**src/verilog/crs_pkg.sv**
```systemverilog
package crs_pkg;
	localparam int unsigned CRS_BYTE_W = 8;
	localparam int unsigned CRS_WORD_W = 16;
	localparam logic [7:0] CRS_PAGE_RST = 8'h00;
	localparam logic [15:0] CRS_ONE = 16'h0001;
	localparam logic [15:0] CRS_TWO = 16'h0002;

	// Pointer select codes.
	typedef enum logic [2:0] {
		CRS_P_FIRST = 3'h0,
		CRS_P_SECOND = 3'h1,
		CRS_P_SOFT = 3'h2,
		CRS_P_FRAME = 3'h3,
		CRS_P_FETCH = 3'h4
	} crs_ptr_t;

	// Indexed adjust modes.
	typedef enum logic [2:0] {
		CRS_X_NONE = 3'h0,
		CRS_X_INC1 = 3'h1,
		CRS_X_INC2 = 3'h2,
		CRS_X_DEC1 = 3'h3,
		CRS_X_DEC2 = 3'h4
	} crs_adj_t;

	// Offset sources.
	typedef enum logic [1:0] {
		CRS_O_NONE = 2'h0,
		CRS_O_CONST = 2'h1,
		CRS_O_REG = 2'h2
	} crs_off_t;

	// Register write targets.
	typedef enum logic [3:0] {
		CRS_W_NONE = 4'h0,
		CRS_W_HIGH = 4'h1,
		CRS_W_LOW = 4'h2,
		CRS_W_PAIR = 4'h3,
		CRS_W_PAGE = 4'h4,
		CRS_W_FIRST = 4'h5,
		CRS_W_SECOND = 4'h6,
		CRS_W_SOFT = 4'h7,
		CRS_W_FRAME = 4'h8,
		CRS_W_FETCH = 4'h9
	} crs_wr_t;

	// Stack operation.
	typedef enum logic [1:0] {
		CRS_S_NONE = 2'h0,
		CRS_S_PUSH = 2'h1,
		CRS_S_PULL = 2'h2
	} crs_stk_t;
endpackage

```
**src/verilog/crs_regset.sv**
```systemverilog
`timescale 1ns/1ps
module crs_regset import crs_pkg::*; #(
	parameter int unsigned BW = CRS_BYTE_W,
	parameter int unsigned W = CRS_WORD_W
) (
	input wire logic i_clk,
	input wire logic i_rst,
	input wire crs_wr_t i_wr_sel,
	input wire logic [W-1:0] i_wr_data,
	input wire logic i_direct,
	input wire logic [BW-1:0] i_direct_low,
	input wire logic i_idx_en,
	input wire crs_ptr_t i_idx_ptr,
	input wire crs_adj_t i_idx_adj,
	input wire crs_off_t i_idx_off_sel,
	input wire logic [W-1:0] i_idx_const,
	input wire logic [W-1:0] i_idx_regoff,
	input wire crs_stk_t i_stk_op,
	input wire logic i_stk_explicit,
	input wire logic i_stk_frame,
	input wire logic i_fetch_adv,
	input wire logic i_nmi_req,
	output logic [W-1:0] o_addr,
	output logic o_addr_valid,
	output logic [BW-1:0] o_high,
	output logic [BW-1:0] o_low,
	output logic [W-1:0] o_pair,
	output logic [BW-1:0] o_page,
	output logic [W-1:0] o_first,
	output logic [W-1:0] o_second,
	output logic [W-1:0] o_soft,
	output logic [W-1:0] o_frame,
	output logic [W-1:0] o_fetch,
	output logic o_nmi
);
	// separate accumulators; no reset on data registers except the page register
	logic [BW-1:0] high_reg, high_next, low_reg, low_next;
	logic [BW-1:0] page_reg, page_next;
	logic [W-1:0] first_reg, first_next, second_reg, second_next;
	logic [W-1:0] soft_reg, soft_next, frame_reg, frame_next, fetch_reg, fetch_next;
	logic nmi_arm_reg, nmi_arm_next;
	logic [W-1:0] addr_reg, addr_next;
	logic addr_valid_reg, addr_valid_next;
	logic nmi_reg, nmi_next;
	logic nmi_s1_reg, nmi_s2_reg, nmi_s3_reg, nmi_filt_reg, nmi_filt_next;
	logic [W-1:0] idx_base, ea, wb, stk_sp, stk_addr, stk_sp_next;
	logic wb_en, stk_we;
	crs_stk_t stk_op_eff;

	// any pointer as base; fetch pointer relative base
	always_comb begin
		case (i_idx_ptr)
			CRS_P_FIRST: idx_base = first_reg;
			CRS_P_SECOND: idx_base = second_reg;
			CRS_P_SOFT: idx_base = soft_reg;
			CRS_P_FRAME: idx_base = frame_reg;
			CRS_P_FETCH: idx_base = fetch_reg;
			default: idx_base = first_reg;
		endcase
	end

	crs_ea_unit #(.W(W)) u_ea (
		.i_base(idx_base),
		.i_adj(i_idx_en ? i_idx_adj : CRS_X_NONE),
		.i_off_sel(i_idx_off_sel),
		.i_const_off(i_idx_const),
		.i_reg_off(i_idx_regoff),
		.o_ea(ea),
		.o_wb(wb),
		.o_wb_en(wb_en)
	);

	// soft stack moves only when named explicitly
	always_comb begin
		stk_sp = i_stk_frame ? frame_reg : soft_reg;
		stk_op_eff = (i_stk_frame || i_stk_explicit) ? i_stk_op : CRS_S_NONE;
	end

	// push and pull on both stacks
	crs_stack_unit #(.W(W)) u_stk (
		.i_sp(stk_sp),
		.i_op(stk_op_eff),
		.o_addr(stk_addr),
		.o_sp_next(stk_sp_next),
		.o_sp_we(stk_we)
	);

	always_comb begin
		high_next = high_reg;
		low_next = low_reg;
		page_next = page_reg;
		first_next = first_reg;
		second_next = second_reg;
		soft_next = soft_reg;
		frame_next = frame_reg;
		fetch_next = i_fetch_adv ? fetch_reg + CRS_ONE : fetch_reg;
		nmi_arm_next = nmi_arm_reg;
		case (i_wr_sel)
			CRS_W_HIGH: high_next = i_wr_data[BW-1:0];
			CRS_W_LOW: low_next = i_wr_data[BW-1:0];
			CRS_W_PAIR: begin
				high_next = i_wr_data[W-1:BW];
				low_next = i_wr_data[BW-1:0];
			end
			CRS_W_PAGE: page_next = i_wr_data[BW-1:0];
			CRS_W_FIRST: first_next = i_wr_data;
			CRS_W_SECOND: second_next = i_wr_data;
			CRS_W_SOFT: soft_next = i_wr_data;
			CRS_W_FRAME: begin
				frame_next = i_wr_data;
				nmi_arm_next = 1'b1;
			end
			CRS_W_FETCH: fetch_next = i_wr_data;
			default: begin
			end
		endcase
		if (i_idx_en && wb_en) begin
			case (i_idx_ptr)
				CRS_P_FIRST: first_next = wb;
				CRS_P_SECOND: second_next = wb;
				CRS_P_SOFT: soft_next = wb;
				CRS_P_FRAME: frame_next = wb;
				default: begin
				end
			endcase
		end
		if (stk_we) begin
			if (i_stk_frame) begin
				frame_next = stk_sp_next;
			end else begin
				soft_next = stk_sp_next;
			end
		end
		if (i_direct) begin
			addr_next = {page_reg, i_direct_low};
			addr_valid_next = 1'b1;
		end else if (stk_op_eff != CRS_S_NONE) begin
			addr_next = stk_addr;
			addr_valid_next = 1'b1;
		end else if (i_idx_en) begin
			addr_next = ea;
			addr_valid_next = 1'b1;
		end else begin
			addr_next = addr_reg;
			addr_valid_next = 1'b0;
		end
		// The pin level is taken only once the last two stages agree, so a metastable
		// sample or a single-cycle glitch never reaches the interrupt output.
		nmi_filt_next = (nmi_s2_reg == nmi_s3_reg) ? nmi_s2_reg : nmi_filt_reg;
		nmi_next = nmi_filt_reg && nmi_arm_reg;
	end

	always_ff @(posedge i_clk) begin
		high_reg <= high_next;
		low_reg <= low_next;
		first_reg <= first_next;
		second_reg <= second_next;
		soft_reg <= soft_next;
		frame_reg <= frame_next;
		fetch_reg <= fetch_next;
		addr_reg <= addr_next;
		nmi_s1_reg <= i_nmi_req;
		nmi_s2_reg <= nmi_s1_reg;
		nmi_s3_reg <= nmi_s2_reg;
		nmi_filt_reg <= nmi_filt_next;
	end

	always_ff @(posedge i_clk or posedge i_rst) begin
		if (i_rst) begin
			page_reg <= CRS_PAGE_RST;
			nmi_arm_reg <= 1'b0;
			addr_valid_reg <= 1'b0;
			nmi_reg <= 1'b0;
		end else begin
			page_reg <= page_next;
			nmi_arm_reg <= nmi_arm_next;
			addr_valid_reg <= addr_valid_next;
			nmi_reg <= nmi_next;
		end
	end

	always_comb begin
		o_addr = addr_reg;
		o_addr_valid = addr_valid_reg;
		o_high = high_reg;
		o_low = low_reg;
		o_pair = {high_reg, low_reg};
		o_page = page_reg;
		o_first = first_reg;
		o_second = second_reg;
		o_soft = soft_reg;
		o_frame = frame_reg;
		o_fetch = fetch_reg;
		o_nmi = nmi_reg;
	end
endmodule

```
**src/verilog/crs_ea_unit.sv**
```systemverilog
`timescale 1ns/1ps
module crs_ea_unit import crs_pkg::*; #(
	parameter int unsigned W = CRS_WORD_W
) (
	input wire logic [W-1:0] i_base,
	input wire crs_adj_t i_adj,
	input wire crs_off_t i_off_sel,
	input wire logic [W-1:0] i_const_off,
	input wire logic [W-1:0] i_reg_off,
	output logic [W-1:0] o_ea,
	output logic [W-1:0] o_wb,
	output logic o_wb_en
);
	logic [W-1:0] addr_base;
	logic [W-1:0] off;
	always_comb begin
		addr_base = i_base;
		o_wb = i_base;
		o_wb_en = 1'b0;
		off = '0;
		case (i_adj)
			CRS_X_INC1: begin
				o_wb = i_base + CRS_ONE;
				o_wb_en = 1'b1;
			end
			CRS_X_INC2: begin
				o_wb = i_base + CRS_TWO;
				o_wb_en = 1'b1;
			end
			CRS_X_DEC1: begin
				o_wb = i_base - CRS_ONE;
				addr_base = o_wb;
				o_wb_en = 1'b1;
			end
			CRS_X_DEC2: begin
				o_wb = i_base - CRS_TWO;
				addr_base = o_wb;
				o_wb_en = 1'b1;
			end
			default: begin
				o_wb_en = 1'b0;
			end
		endcase
		case (i_off_sel)
			CRS_O_CONST: off = i_const_off;
			CRS_O_REG: off = i_reg_off;
			default: off = '0;
		endcase
		o_ea = addr_base + off;
	end
endmodule

```
**src/verilog/crs_stack_unit.sv**
```systemverilog
`timescale 1ns/1ps
module crs_stack_unit import crs_pkg::*; #(
	parameter int unsigned W = CRS_WORD_W
) (
	input wire logic [W-1:0] i_sp,
	input wire crs_stk_t i_op,
	output logic [W-1:0] o_addr,
	output logic [W-1:0] o_sp_next,
	output logic o_sp_we
);
	always_comb begin
		o_addr = i_sp;
		o_sp_next = i_sp;
		o_sp_we = 1'b0;
		case (i_op)
			CRS_S_PUSH: begin
				o_sp_next = i_sp - CRS_ONE;
				o_addr = o_sp_next;
				o_sp_we = 1'b1;
			end
			CRS_S_PULL: begin
				o_sp_next = i_sp + CRS_ONE;
				o_sp_we = 1'b1;
			end
			default: begin
				o_sp_we = 1'b0;
			end
		endcase
	end
endmodule

```
**config.mk**
```make
export PLATFORM = sky130hd
export DESIGN_NAME = crs_regset
export DESIGN_NICKNAME = d
export VERILOG_FILES = /design/src/verilog/crs_pkg.sv /design/src/verilog/crs_regset.sv /design/src/verilog/crs_ea_unit.sv /design/src/verilog/crs_stack_unit.sv
export SDC_FILE = /design/constraint.sdc
export NUM_CORES = 1
export LEC_CHECK = 0
export BUFFER_PORTS_ARGS = -buffer_cell sky130_fd_sc_hd__buf_4
export CORE_ASPECT_RATIO = 0.75
export CORE_MARGIN = 4
export CORE_UTILIZATION = 58
export CTS_BUF_LIST = sky130_fd_sc_hd__clkbuf_8
export CTS_CLUSTER_SIZE = 12
export DETAILED_ROUTE_END_ITERATION = 6
export HOLD_SLACK_MARGIN = 0.06
export PLACE_DENSITY_LB_ADDON = 0.1
export SETUP_SLACK_MARGIN = 0.15
export SYNTH_ARGS = -nofsm -noshare
export SYNTH_HDL_FRONTEND = slang
export SYNTH_SLANG_ARGS = --single-unit
```
**constraint.sdc**
```tcl
create_clock -name i_clk -period 5.4 [get_ports i_clk]
set_input_delay 1.08 -clock i_clk [delete_from_list [all_inputs] [get_ports i_clk]]
set_output_delay 1.08 -clock i_clk [all_outputs]
set_load 0.005 [all_outputs]
```
==> flow_summary_export.csv, run 1 <==
group,metric,value,unit
status,status,"complete, but fails checks",
status,failed_checks,"design-rule violations",
layout,fillCellCount,1407,
clock_network,cts_made_buffers,17,
logic_synthesis,ys_seq_area_share,29.7,%
clock_network,cts.sinks,127,
critical_path,cpPeakStageDelay,0.47,ns
timing,setup_viol,0,
clock_network,clock_path_buffers,2,
global_routing,grtUsageTotal,38.3,%
timing,drv_slew,0,
clock_network,tritoncts,"done",
floorplanning,core_area,17700,sq um
logic_synthesis,yosysTopAreaCell,"edfxtp_1",
logic_synthesis,yosysTopAreaCellShare,14.1,%
route,vias,11500,
logic_synthesis,synth_cell_types,83,
logic_synthesis,ys_warn_count,0,
clock_network,clk_latency,0.46,ns
timing,rsz0062_at_grt,"true",
critical_path,cp-end-kind,"flip-flop",
pwr,ir_drop,0.000280,V
layout,stdcell_area,12900,sq um
run,maxCapViolations,0,
logic_synthesis,synth_nets,1390,
global_routing,antenna_found_initial,2,
clock_network,cts_root_buffer,"clkbuf_8",
route,via_per_inst,6.55,
timing,fin_crit,4.90,ns
timing,hold_viol,0,
timing,timing.fmax,204,MHz
critical_path,critical_path.cell_chain,"buf_4, or3b_4, a222oi_1, or3_4, buf_4, buf_4, a31oi_1, nor3_1, a21oi_1, o21bai_1, ha_1, nor3_1, nor2_1, nand2_1, o21ai_1, o41ai_2, buf_4, o21ai_0, nor2_1, mux2i_1, a32oi_1",
logic_synthesis,syn_inst,1282,
critical_path,cp-start-kind,"input port",
placement,dpl_cell_area,12400,sq um
logic_synthesis,syn_area,10400,sq um
global_routing,grt_max_degree,35,
layout,layout.nets,1600,
route,drc_errors,4,
logic_synthesis,synth-edff-count,49,
critical_path,crit_family,"compound AO/OA/AOI/OAI gates",
timing,maxSlewHeadroom,11.1,%
floorplanning,die_area,20200,sq um
clock_network,htree_levels,4,
hold_path,hp-class,"reg2reg",
logic_synthesis,synth_seq_cells,127,
clock_network,clk_pin_slew,0.09,ns
critical_path,crit_top_cell,"buf_4",
clock_network,holdBufCountCts,0,
timing,finClkSkew,0.0135,ns
critical_path,cp_slowest_cell,"a222oi_1",
logic_synthesis,synthFlopType,"dfxtp_1",
pwr,p_per_area,347,nW/um^2
route,antenna_left,0,
pwr,power_leakage,0.00540,uW
global_routing,grt_pass1_vias,10200,
timing,finalSetupTns,0,ns
logic_synthesis,yosysMostFrequentCell,"nand2_1",
layout,layout.cells.non_filler,1749,
critical_path,critPathKind,"in2reg",
critical_path,arrival,5.10,ns
route,drtPass1Iterations,7,
placement,hpwl,30600,um
timing,tightest_slew,1.33,ns
logic_synthesis,synth_area_per_cell,8.12,sq um
route,routedWlPerCell,23.1,um
floorplanning,die_y,124,um
placement,dp_cells,1712,
floorplanning,fp-row-count,42,
route,drt-initial-drc-count,1747,
floorplanning,start_util,59.0,%
route,drt_wl_total,40400,um
layout,drive_gt1_share,26.1,%
floorplanning,ios,216,
critical_path,path_buf_inv,4,
placement,io_buffer_count,215,
placement,place_congestion,1.01,
layout,seqCellArea,3090,sq um
logic_synthesis,async_flop_share,8.66,%
critical_path,critical_path_required,5.60,ns
timing,post-route-period-util,90.8,%
layout,multi_input_area,6750,sq um
global_routing,grt_pass1_wl,59600,um
logic_synthesis,synthTopCellsByArea,"edfxtp_1, dfxtp_1, mux2i_1",
global_routing,grt_overflow_total,0,
logic_synthesis,synth_common_cells,"nand2_1, nor2_1, o21ai_0",
critical_path,crit_fanout,15,
floorplanning,die_x,163,um
critical_path,r2r_slack,0.87,ns
layout,area_growth,23.7,%
## timing repair
item                                    4_1_cts  5_1_grt
endpoints found under the setup margin        0        2
resized for setup                             0        4
buffers inserted                              0        3
## worst reg2reg max path, delay by kind of cell (launching register included)
family / cells / cell delay, ns
buf+inv: 2 / 0.27
simple gates: 7 / 1.43
flops: 1 / 0.53
fa+ha+maj: 2 / 0.61
compound gates: 8 / 1.27
mux: 1 / 0.17
## routing by layer
metal / routed length, um / GRT usage (%) / vias up
met5: 13 / 0 / -
met4: 1670 / 15.2 / 2
met3: 6150 / 12.1 / 140
met2: 16500 / 53.9 / 893
met1: 16100 / 54.6 / 5318
li1: - / - / 5110
## cell usage in the layout (no fill, tap or decap), types with 11 or more instances in the layout
cell      Yosys  final
inv_1        26     25
nand2b_1     14     14
mux2_2       38     38
nand2_1     138    138
a22oi_1      20     20
dfrtp_1      11     11
buf_4        17    290
nor2_1      118    117
nand3_1      41     41
o21ai_0     110    107
xor2_1       22     22
clkbuf_8      0     17
dfxtp_1      67     67
and3_1       21     21
edfxtp_1     49     49
xnor2_1      56     56
a21oi_1      80     79
a31oi_1      11     11
nor3_1       38     37
o211ai_1     14     14
a211oi_1     14     13
ha_1         29     28
mux2i_1      82     82
a221oi_1     12     12
## power by group
| group | switching [uW] | internal, uW |
|---|---|---|
| Sequential | 282 | 1210 |
| Combinational | 1140 | 932 |
| Clock | 471 | 425 |
## area by class of cell
cell class,instances,area share (%)
Antenna cell,2,0.0389
Clock buffer,17,1.82
Clock inverter,15,1.33
Multi-Input combinational cell,1026,52.4
Tap cell,242,2.35
Sequential cell,127,24.0
Timing Repair Buffer,292,17.2
Inverter,28,0.816
## kinds of logic after synthesis
group | share of synthesized area (%)
flops | 29.7
xor+xnor | 6.56
compound gates | 21.2
simple gates | 20.6
mux | 12.4
buf+inv | 5.86
fa+ha+maj | 3.68
## stage by stage
stage	power [uW]	setup slack (ns)	util [%]	hold slack, ns
6_report	4460	0.499	72.9	0.366
5_1_grt	4640	0.157	72.9	0.367
4_1_cts	4350	0.558	72.7	0.371
3_5_place_dp	3470	0.0979	70.4	0.339
3_3_place_gp	3430	0.146	70.4	0.326
2_1_floorplan	2520	0.160	-	0.310
## final timing paths
kind	endpoint	cells past startpoint	from
setup reg to reg	o_addr[15]	20	o_frame[0]
min in group asynchronous	o_page[6]	2	i_rst
max in group asynchronous	o_addr_valid	2	i_rst
hold reg to reg	nmi_s2_reg	0	nmi_s1_reg
hold / removal	nmi_s2_reg	0	nmi_s1_reg
setup / recovery	o_addr[15]	21	i_idx_ptr[2]
Note: power is estimated with default switching activity, not from simulation.
==> run 2: changes to the inputs <==
- RECOVER_POWER: unset -> 100
==> run 2 against run 1 <==
  * Core utilization fell by 0.98 points
  * Combinational power fell by 3%
  * Routed wire length fell by 0.12%
  * Sequential share of layout area rose by 0.33 points
  * Cell count did not move
  * Die area did not move
  * Count of clock-buffer cells in the layout did not move
  * Design area fell by 1.3%
  * Power fell by 1.5%
  * Register-to-register slack improved by 0.04 ns
  * The run ends with max-capacitance violations, max-slew violations left
  * Hold slack got worse by 0.0015 ns
  * Setup slack got worse by 0.18 ns
==> flow_summary_export.csv, run 2 (synthesis gave the netlist of run 1 again) <==
group,metric,value,unit
critical_path,cp_slowest_cell,"clkbuf_1",
timing,timing.fmax,197,MHz
placement,hpwl,30600,um
route,drt-initial-drc-count,1766,
critical_path,cpPeakStageDelay,1.32,ns
global_routing,antenna_found_initial,2,
floorplanning,die_y,124,um
floorplanning,die_area,20200,sq um
layout,area_growth,22.0,%
critical_path,ff2ff_path_depth,20,
clock_network,tritoncts,"done",
layout,drive_gt1_share,22.7,%
timing,post-route-period-util,94.1,%
clock_network,cts_made_buffers,17,
timing,finalSetupTns,0,ns
global_routing,grtUsageTotal,38.3,%
timing,setup_viol,0,
route,antenna_left,0,
hold_path,hp-class,"reg2reg",
route,drt_wl_total,40400,um
timing,hold_viol,0,
layout,stdcell_area,12700,sq um
timing,tightest_slew,1.88,ns
floorplanning,core_area,17700,sq um
pwr,p_per_area,346,nW/um^2
timing,fin_crit,5.08,ns
placement,place_congestion,1.01,
clock_network,clk_latency,0.46,ns
pwr,internal-power,2510,uW
status,status,"complete, but fails checks",
floorplanning,start_util,59.0,%
global_routing,grt_max_degree,35,
layout,seqCellArea,3090,sq um
pwr,ir_drop,0.000277,V
pwr,clkPwrFrac,20.4,%
floorplanning,die_x,163,um
status,failed_checks,"max-capacitance violations, max-slew violations",
critical_path,crit_fanout,33,
pwr,comb_power_share,45.7,%
layout,multi_input_area,6750,sq um
clock_network,clk_pin_slew,0.09,ns
timing,maxSlewHeadroom,-25.3,%
layout,fillCellCount,1453,
layout,final_common_cell,"nand2_1",
route,vias,11400,
timing,drv_slew,55,
global_routing,grt_pass1_wl,59600,um
critical_path,critical_path.cell_chain,"clkbuf_1, mux2i_1, a211oi_1, nand4bb_1, or2_2, nor4_1, xnor2_1, and3_1, a31oi_1, o32ai_1, o21bai_1",
floorplanning,fp-row-count,42,
clock_network,cts.sinks,127,
layout,final_cell_mix,"nand2_1, clkbuf_4, buf_4",
critical_path,cp-end-kind,"flip-flop",
floorplanning,ios,216,
pwr,power_leakage,0.00520,uW
critical_path,critPathKind,"in2reg",
clock_network,clock_path_buffers,2,
clock_network,htree_levels,4,
timing,rsz0062_at_grt,"true",
placement,io_buffer_count,215,
route,routedWlPerCell,23.1,um
pwr,switching_share,42.9,%
hold_path,holdPathStages,0,
run,maxCapViolations,2,
route,drc_errors,0,
pwr,sequentialPowerShare,33.9,%
global_routing,grt_pass1_vias,10200,
route,via_per_inst,6.54,
critical_path,arrival,5.41,ns
pwr,finalPower,4400,uW
clock_network,cts_root_buffer,"clkbuf_8",
pwr,switching_power,1890,uW
clock_network,holdBufCountCts,0,
critical_path,cp-start-kind,"input port",
placement,dpl_cell_area,12400,sq um
route,drtPass1Iterations,7,
critical_path,critical_path_required,5.73,ns
global_routing,grt_overflow_total,0,
timing,finClkSkew,0.0130,ns
layout,layout.nets,1600,
-- run 2: repair_timing --
item                       4_1_cts  5_1_grt
setup endpoints to repair        0        2
resized for setup                0        4
buffers inserted                 0        3
-- run 2: path summary, 6_finish.rpt --
| kind | slack (ns) | to | from |
|---|---|---|---|
| worst max register to register | 0.91 | o_addr[14] | o_fetch[0] |
| worst max-delay path | 0.32 | o_frame[15] | i_stk_frame |
| worst min-delay path | 0.36 | nmi_s2_reg | nmi_s1_reg |
| max in group asynchronous | 4.50 | o_addr_valid | i_rst |
| worst min register to register | 0.36 | nmi_s2_reg | nmi_s1_reg |
| min in group asynchronous | 0.61 | o_page[6] | i_rst |
-- run 2: layout make-up --
type / instances / share of cell area, %
Multi-Input combinational cell: 1026 / 53.1
Sequential cell: 127 / 24.3
Timing Repair Buffer: 292 / 16.2
Tap cell: 242 / 2.38
Clock buffer: 17 / 1.84
Clock inverter: 15 / 1.35
Inverter: 28 / 0.827
Antenna cell: 2 / 0.0394
-- run 2: per-stage QoR --
step / hold slack (ns) / utilization [%] / cells / worst slack (ns)
after floorplan: 0.310 / - / 1282 / 0.160
after global placement: 0.326 / 70.4 / 1712 / 0.146
after global routing: 0.367 / 71.9 / 1747 / 0.0958
after detailed placement: 0.339 / 70.4 / 1712 / 0.0979
final: 0.365 / 72.0 / 1749 / 0.320
after CTS: 0.371 / 72.7 / 1744 / 0.558
-- run 2: critical path, delay by kind of cell --
| kind | cells | cell delay (ns) |
|---|---|---|
| buffers and inverters | 1 | 1.32 |
| and+or+nand+nor | 4 | 1.07 |
| xor gates and xnor gates | 1 | 0.11 |
| muxes | 1 | 0.51 |
| AOI/OAI and AO/OA | 4 | 1.30 |
-- run 2: routing by layer --
metal / vias to the layer above / wire, um / GRT usage [%]
li1: 5106 / - / -
met3: 151 / 6130 / 12.1
met4: 2 / 1720 / 15.2
met5: - / 13 / 0
met2: 851 / 16500 / 53.9
met1: 5327 / 16000 / 54.6
-- run 2: power groups by stage --
stage / sequential, uW / clock [uW] / combinational, uW
2_1_floorplan: 1400 / 0 / 1120
3_3_place_gp: 1490 / 0 / 1950
3_5_place_dp: 1490 / 0 / 1980
4_1_cts: 1470 / 883 / 2000
5_1_grt: 1500 / 931 / 2140
6_report: 1490 / 898 / 2010
